File: config.mk
export PLATFORM = sky130hd
export DESIGN_NAME = fsy_frame_sync
export DESIGN_NICKNAME = d
export VERILOG_FILES = /design/src/hw/fsy_pkg.sv /design/src/hw/fsy_frame_sync.sv
export SDC_FILE = /design/constraint.sdc
export NUM_CORES = 1
export LEC_CHECK = 0
export ABC_AREA = 0
export BUFFER_PORTS_ARGS = -buffer_cell sky130_fd_sc_hd__buf_2
export CORE_AREA = 2 2 99 139
export CTS_CLUSTER_SIZE = 25
export DETAILED_ROUTE_END_ITERATION = 10
export DIE_AREA = 0 0 101 141
export PLACE_DENSITY = 0.67
export SLEW_MARGIN = 20
export SYNTH_ARGS = -nofsm -noshare
export SYNTH_HDL_FRONTEND = slang
export SYNTH_SLANG_ARGS = --single-unit
export TNS_END_PERCENT = 30
File: constraint.sdc
create_clock -name pclk -period 4 [get_ports pclk]
set_input_delay 0.8 -clock pclk [delete_from_list [all_inputs] [get_ports pclk]]
set_output_delay 0.8 -clock pclk [all_outputs]
set_load 0.005 [all_outputs]
File: src/hw/fsy_pkg.sv
// Purpose: Shared constants for the frame-sync block
// Assumes: pclk at 40 MHz
// Notes: Frame periods are pclk cycle counts
package fsy_pkg;
   // ----------------------------------------
   // Clock and timing
   // ----------------------------------------
   localparam int unsigned CLK_HZ = 40000000; // Core clock rate
   localparam int unsigned PULSE_MIN_NS = 1000; // Master pulse least width
   localparam int unsigned PULSE_CYC = (PULSE_MIN_NS * (CLK_HZ / 1000000) + 999) / 1000;
   localparam int unsigned PER_NTSC60 = 667334; // 59.94 Hz frame
   localparam int unsigned PER_PAL50 = 800000; // 50 Hz frame
   localparam int unsigned PER_NTSC30 = 1334668; // 29.97 Hz frame
   localparam int unsigned PER_PAL25 = 1600000; // 25 Hz frame
   localparam int unsigned PER_30HZ = 1333333; // 30 Hz guard, rounded down
   localparam int unsigned SLOW_DIV = 4; // Slow-config pulses per frame
   localparam int unsigned MARK_DLY = 64; // Pulse to video-marker delay
   // ----------------------------------------
   // Register map
   // ----------------------------------------
   localparam logic [11:0] OFF_CTRL = 12'h000; // Role and video setup
   localparam logic [11:0] OFF_STAT = 12'h004; // Active role and state
   localparam logic [11:0] OFF_CNT = 12'h008; // Accepted and dropped pulses
   localparam int unsigned CTRL_ROLE_LSB = 0; // 2-bit role
   localparam int unsigned CTRL_PAL_BIT = 2; // 1 = PAL
   localparam int unsigned CTRL_AVG_BIT = 3; // 1 = averager on
   localparam int unsigned CTRL_CFG_LSB = 4; // 2-bit sensor configuration
   localparam logic [31:0] CTRL_RST = 32'h0000_0000; // Reset value
   typedef enum logic [1:0] {FSY_OFF = 2'b00, FSY_MASTER = 2'b01, FSY_SLAVE = 2'b10} fsy_role_t;
   typedef enum logic [1:0] {FSY_C60 = 2'b00, FSY_C30 = 2'b01, FSY_SLOW = 2'b10} fsy_cfg_t;
endpackage

File: src/hw/fsy_frame_sync.sv
// Purpose: Frame-sync master/slave logic with APB registers
// Assumes: Restart pulse marks a core restart; pin is asynchronous
// Notes: Settings are stored in CTRL but used only after restart
// Operation
// - Role latched from stored setup at restart
// - Master emits one pulse per frame
// - Master period follows standard and averager
// - Master pulse held at least 1 us
// - 640/30 config uses only 30/25 Hz
// - Slave frame starts on accepted rising edge
// - Drop pulses faster than 30 Hz in NTSC with averager or 640/30 config
// - Slave video held until valid pulse
// - Video marker follows pulse after delay
// - Slow config frames every Nth pulse
//
// The APB register port and the register offsets were decided locally.
`timescale 1ns/10ps
module fsy_frame_sync
   import fsy_pkg::*;
#(
   parameter int unsigned MAX_PER = PER_PAL25 // Frame counter range
)(
   input wire logic pclk,
   input wire logic presetn,
   input wire logic clk_en,
   input wire logic restart, // Core restart pulse
   input wire logic psel,
   input wire logic penable,
   input wire logic pwrite,
   input wire logic [11:0] paddr,
   input wire logic [31:0] pwdata,
   output logic [31:0] prdata,
   output logic pready,
   output logic pslverr,
   input wire logic frame_sync_pin_i, // Pin level
   output logic frame_sync_pin_o, // Pin drive value
   output logic frame_sync_pin_oe_n, // Low while driving
   output logic sensor_array_start, // Sensor frame start pulse
   output logic video_frame_mark, // Digital video marker pulse
   output logic video_enable // Video output allowed
);
   localparam int CW = $clog2(MAX_PER + 1);
   // ----------------------------------------
   // Register state
   // ----------------------------------------
   logic [31:0] ctrl_q, ctrl_d; // Stored power-on setup
   fsy_role_t role_q, role_d; // Active role
   logic pal_q, pal_d, avg_q, avg_d; // Active video setup
   fsy_cfg_t cfg_q, cfg_d; // Active sensor configuration
   logic [15:0] acc_q, acc_d, drop_q, drop_d; // Pulse counters
   logic [2:0] sync_q, sync_d; // Pin synchroniser chain
   logic pin_q, pin_d; // Filtered pin level
   logic [CW-1:0] frm_q, frm_d; // Frame or guard counter
   logic [CW-1:0] per_w; // Active frame period
   logic [7:0] pw_q, pw_d; // Master pulse width counter
   logic [7:0] md_q, md_d; // Marker delay counter
   logic [1:0] div_q, div_d; // Slow pulse divider
   logic armed_q, armed_d; // Slave has a valid pulse
   logic start_q, start_d, mark_q, mark_d, drv_q, drv_d;
   logic wr_en, rise, guard;

   // Period lookup from active setup
   function automatic logic [CW-1:0] fsy_period(input logic pal, input logic avg, input fsy_cfg_t cfg);
      if (cfg != FSY_C60 || avg)
         fsy_period = pal ? CW'(PER_PAL25) : CW'(PER_NTSC30);
      else
         fsy_period = pal ? CW'(PER_PAL50) : CW'(PER_NTSC60);
   endfunction

   assign per_w = fsy_period(pal_q, avg_q, cfg_q);
   assign wr_en = psel && penable && pwrite;
   assign rise = pin_d && !pin_q;
   assign guard = !pal_q && (avg_q || cfg_q == FSY_C30);
   assign pready = 1'b1;
   assign pslverr = 1'b0;

   // ----------------------------------------
   // Next-state logic
   // ----------------------------------------
   always_comb
   begin
      ctrl_d = ctrl_q;
      role_d = role_q;
      pal_d = pal_q;
      avg_d = avg_q;
      cfg_d = cfg_q;
      acc_d = acc_q;
      drop_d = drop_q;
      sync_d = {sync_q[1:0], frame_sync_pin_i};
      pin_d = pin_q;
      frm_d = frm_q;
      pw_d = pw_q;
      md_d = md_q;
      div_d = div_q;
      armed_d = armed_q;
      start_d = 1'b0;
      mark_d = 1'b0;
      drv_d = drv_q;
      prdata = 32'h0000_0000;
      // Change counts once stages two and three agree
      if (sync_q[2] == sync_q[1])
         pin_d = sync_q[2];
      // Register write; no effect until restart
      if (wr_en && paddr == OFF_CTRL)
         ctrl_d = {26'h000_0000, pwdata[5:0]};
      // Register read mux
      if (psel && !pwrite)
      begin
         unique case (paddr)
            OFF_CTRL: prdata = ctrl_q;
            OFF_STAT: prdata = {25'h000_0000, armed_q, cfg_q, avg_q, pal_q, role_q};
            OFF_CNT: prdata = {drop_q, acc_q};
            default: prdata = 32'h0000_0000;
         endcase
      end
      // Latch stored setup on restart
      if (restart)
      begin
         role_d = fsy_role_t'(ctrl_q[CTRL_ROLE_LSB +: 2]);
         if (role_d == 2'b11)
            role_d = FSY_OFF;
         pal_d = ctrl_q[CTRL_PAL_BIT];
         avg_d = ctrl_q[CTRL_AVG_BIT];
         cfg_d = fsy_cfg_t'(ctrl_q[CTRL_CFG_LSB +: 2]);
         if (cfg_d == 2'b11)
            cfg_d = FSY_C60;
         frm_d = '0;
         armed_d = 1'b0;
         drv_d = 1'b0;
         div_d = '0;
      end
      else
      begin
         if (frm_q != '1)
            frm_d = frm_q + 1'b1;
         unique case (role_q)
            FSY_SLAVE:
            begin
               // Accept edge unless inside the 30 Hz guard
               if (rise)
               begin
                  if (guard && armed_q && frm_q < CW'(PER_30HZ))
                     drop_d = drop_q + 1'b1;
                  else
                  begin
                     acc_d = acc_q + 1'b1;
                     frm_d = '0;
                     armed_d = 1'b1;
                     div_d = div_q + 1'b1;
                     if (cfg_q != FSY_SLOW || div_q == 2'(SLOW_DIV - 1))
                     begin
                        start_d = 1'b1;
                        div_d = '0;
                     end
                  end
               end
            end
            default:
            begin
               // Master and disabled run own timing; pin ignored
               if (frm_q >= per_w - 1'b1)
               begin
                  frm_d = '0;
                  start_d = 1'b1;
                  if (role_q == FSY_MASTER)
                  begin
                     drv_d = 1'b1;
                     pw_d = 8'(PULSE_CYC);
                  end
               end
               else if (pw_q != 8'h00)
                  pw_d = pw_q - 1'b1;
               else
                  drv_d = 1'b0;
            end
         endcase
      end
      // Marker some time after frame start
      // Restart drops a pending marker so a fresh slave role stays quiet
      if (restart)
         md_d = 8'h00;
      else if (start_q)
         md_d = 8'(MARK_DLY);
      else if (md_q != 8'h00)
      begin
         md_d = md_q - 1'b1;
         mark_d = (md_q == 8'h01);
      end
   end

   // ----------------------------------------
   // State registers
   // ----------------------------------------
   always_ff @(posedge pclk or negedge presetn)
   begin
      if (!presetn)
      begin
         ctrl_q <= CTRL_RST;
         role_q <= FSY_OFF;
         pal_q <= 1'b0;
         avg_q <= 1'b0;
         cfg_q <= FSY_C60;
         acc_q <= 16'h0000;
         drop_q <= 16'h0000;
         sync_q <= 3'h0;
         pin_q <= 1'b0;
         frm_q <= '0;
         pw_q <= 8'h00;
         md_q <= 8'h00;
         div_q <= 2'h0;
         armed_q <= 1'b0;
         start_q <= 1'b0;
         mark_q <= 1'b0;
         drv_q <= 1'b0;
      end
      else if (clk_en)
      begin
         ctrl_q <= ctrl_d;
         role_q <= role_d;
         pal_q <= pal_d;
         avg_q <= avg_d;
         cfg_q <= cfg_d;
         acc_q <= acc_d;
         drop_q <= drop_d;
         sync_q <= sync_d;
         pin_q <= pin_d;
         frm_q <= frm_d;
         pw_q <= pw_d;
         md_q <= md_d;
         div_q <= div_d;
         armed_q <= armed_d;
         start_q <= start_d;
         mark_q <= mark_d;
         drv_q <= drv_d;
      end
   end

   // ----------------------------------------
   // Outputs
   // ----------------------------------------
   assign frame_sync_pin_o = drv_q;
   assign frame_sync_pin_oe_n = (role_q != FSY_MASTER);
   assign sensor_array_start = start_q;
   assign video_frame_mark = mark_q;
   assign video_enable = (role_q != FSY_SLAVE) || armed_q;
endmodule

==> reports/metrics.cfg <==
[status]
status = complete, no violations

[synthesis]
synth_sequential_area_ratio = 0.395
synth-async-reset-ratio = 1.00
yosys.area_share.xor_xnor = 0.0517
synthesis.nets = 692
muxShareOfSynthArea = 0.0519
instance_count_of_the_mapped_netlist = 606
flops_latches_synth = 91
netlist_area_sq_um = 5760
yosys_warnings = 0
synth_simple_gate_area_share = 0.247
combinational_family_with_the_most_area_after_synthesis = simple AND/OR/NAND/NOR gates
count_of_unique_library_cells_instantiated_by_yosys = 68
synth_enable_flop_cells = 0
syn_avg_cell_area_sq_um = 9.51
synth_compound_area_frac = 0.142
synthAdderAreaFrac = 0.0738
postSynth.topFlopCell = dfrtp_1

[placed_design]
hpwl_um = 10400
finalWeightedCongestion = 0.894
numPortBuffers = 62

[grt]
track_usage = 0.209
grt_start_max_net_pins = 38
grt_pass1_vias = 5063
number_of_antenna_violations_at_the_first_check_in_global_routing = 0
grt_pass1_wl_um = 24100
globalRoute.totalOverflow = 0

[run]
max_cap_violations = 0

[floorplanning]
starting_density = 0.439
dieWidth_um = 101
dieHeight_um = 141
floorplan.die_area_sq_um = 14200
num_rows = 50
design.portCount = 91
floorplan.core_area_sq_um = 13100

[layout]
proportion_of_layout_cells_with_a_drive_suffix_above_1 = 0.210
final.fill_count = 1199
layout_area_growth_over_synthesis_pct = 17.5
ant_diodes = 0
most-common-layout-cells = dfrtp_1 (91), buf_2 (61), nor2_1 (45)
layout.cells.most_common = dfrtp_1
design.final.nets = 766

[worst_setup_path]
setup.worst_path.class = reg -> reg
r2r-end = pw_q[0]
worstPathArrival_ns = 4.14
rr_startpoint = avg_q
r2r_slack_ns = 0.11
crit_fanout = 6
cp-start-kind = register
reg2reg_depth = 12
critPathCaptureType = register
critical_path_required_ns = 4.24

[route]
postRouteAntennaNets = 0
routed_wire_length_per_instance_um = 16.9
viasPerCell = 5.80
wl_um = 14200
drtIter0Drc = 202
dr.pass1.iters = 4
route.vias.total = 4877
drc = 0

[sta]
setup_viol_count_final = 0
post-route-period-util = 0.974
timing_max_transition_violations_final = 0
tightestPinTransition_ns = 0.945
timing.setup.tns_ns = 0
max_clock_freq_mhz = 257
finalWorstPathRequiredPeriod_ns = 3.89
final_hold_viol_count = 0
setup_repair_after_global_routing_missed_its_margin = yes
max-slew-margin-rel = 0.365
worst_clock_skew_ns = 0.00746

[cts]
cts-htree-levels = 3
clock_latency_reported_for_the_late_side_of_the_worst_skew_pair_ns = 0.35
cts.reportedPaths.clkPinSlew_ns = 0.07
clock_tree_from_tritoncts = built
max-clock-path-buffers = 2
cts_root_buffer = clkbuf_16
cts_buffers = 9
count_of_clock_tree_sinks = 91
cts-hold-fix-buffers = 0

[power_and_ir_drop]
leakagePower_nw = 3.26
power_density_of_the_placed_cells_nw_per_um2 = 361
ir_worst_vdd_uv = 280
total_power_mw = 2.45

[worst_hold_path]
worstHoldPathType = in -> async

-- report_power, final --
| part | internal, mW | switching, mW |
|---|---|---|
| Sequential | 1.02 | 0.109 |
| Combinational | 0.182 | 0.218 |
| Clock | 0.503 | 0.419 |
| Total | 1.70 | 0.745 |
-- routing by layer --
metal / part of all wire / GRT usage
met3: 0.034 / 0.0347
met1: 0.42 / 0.246
met5: 0 / 0
met2: 0.52 / 0.371
met4: 0.025 / 0.0875
-- critical path, stage by stage (launching register included) --
cell	delay, ns
dfrtp_1	0.38
or3_4	0.45
ha_1	0.23
nor3_2	0.30
a31oi_1	0.17
nand2b_4	0.17
ha_1	0.32
a21oi_2	0.15
o211ai_1	0.13
a221o_1	0.37
or3_4	0.42
or4_1	0.48
and4b_1	0.21
-- kinds of logic (layout without fill, tap and decap cells) --
logic type	Yosys count	in the layout
and+or+nand+nor	250	251
xor gates and xnor gates	34	34
other	2	2
muxes	28	28
DFF	91	91
adders and majority gates	34	34
buffers and inverters	51	129
AOI/OAI and AO/OA	116	116
-- repair_timing --
item,CTS,global route
buffers inserted,2,0
setup endpoints to repair,6,20
gates cloned,1,0
gates resized for setup,5,14
pin swaps,5,6
-- synth_stat cells (all sizes together) (3+ instances only) --
library cell   n  area [sq um]
nor3          24           135
a21o           7          60.1
o211a          3          30.0
xor2          22           193
o2bb2ai       11          96.3
and4           6          52.6
nand4         11          68.8
mux2i         13           130
nor2b          5          31.3
nand2b         9          56.3
nor4          10          77.6
o31ai          5          37.5
inv           30           113
and3          10          62.6
clkbuf        13          48.8
o211ai         3          22.5
and2          30           188
o21ai         26           130
xnor2         12           105
mux2          15           169
a31oi          7          43.8
nand2         34           128
o22ai          5          31.3
or4            9          67.6
nand3         25           125
nor4b          5          43.8
a21oi         21           116
buf            7          51.3
nor3b          6          45.0
o22a           5          43.8
or2            3          18.8
nor2          45           169
dfrtp         91          2280
or3           11          73.8
o21a           3          22.5
ha            34           425
-- state kept, by name, indices dropped and copies added, names as in the netlist, 2 cells and up --
signal and count:
pw_q 8, cfg_q 2, frm_q 21, md_q 8
sync_q 3, ctrl_q 6, role_q 2, acc_q 16
div_q 2, drop_q 16
-- layout make-up --
type	count	area, sq um	area share
inverters	31	116	0.0172
multi-input cells	465	3400	0.502
clock buffers	9	225	0.0333
clock inverters	7	92.6	0.0137
well taps	156	195	0.0288
flip-flops and latches	91	2280	0.336
repair buffers	82	463	0.0684
-- worst max path at each step --
stage	startpoint	endpoint	cells past startpoint
2_1_floorplan	cfg_q[1]	pw_q[3]	13
3_3_place_gp	cfg_q[1]	pw_q[0]	12
3_5_place_dp	cfg_q[1]	pw_q[0]	12
4_1_cts	cfg_q[1]	pw_q[2]	12
5_1_grt	avg_q	pw_q[0]	12
6_report	avg_q	pw_q[0]	12
-- through the flow --
step	hold WS [ns]	setup WS, ns	instance area [sq um]	std cells	utilization
final	0.417	0.106	6770	841	0.515
after global placement	0.451	-0.0244	6310	822	0.480
after detailed placement	0.467	-0.144	6310	822	0.480
after CTS	0.440	0.00982	6690	841	0.509
after floorplan	0.434	0.103	5760	606	-
after global routing	0.461	0.0149	6770	841	0.515
No activity file was read; power rests on OpenSTA's default activity.
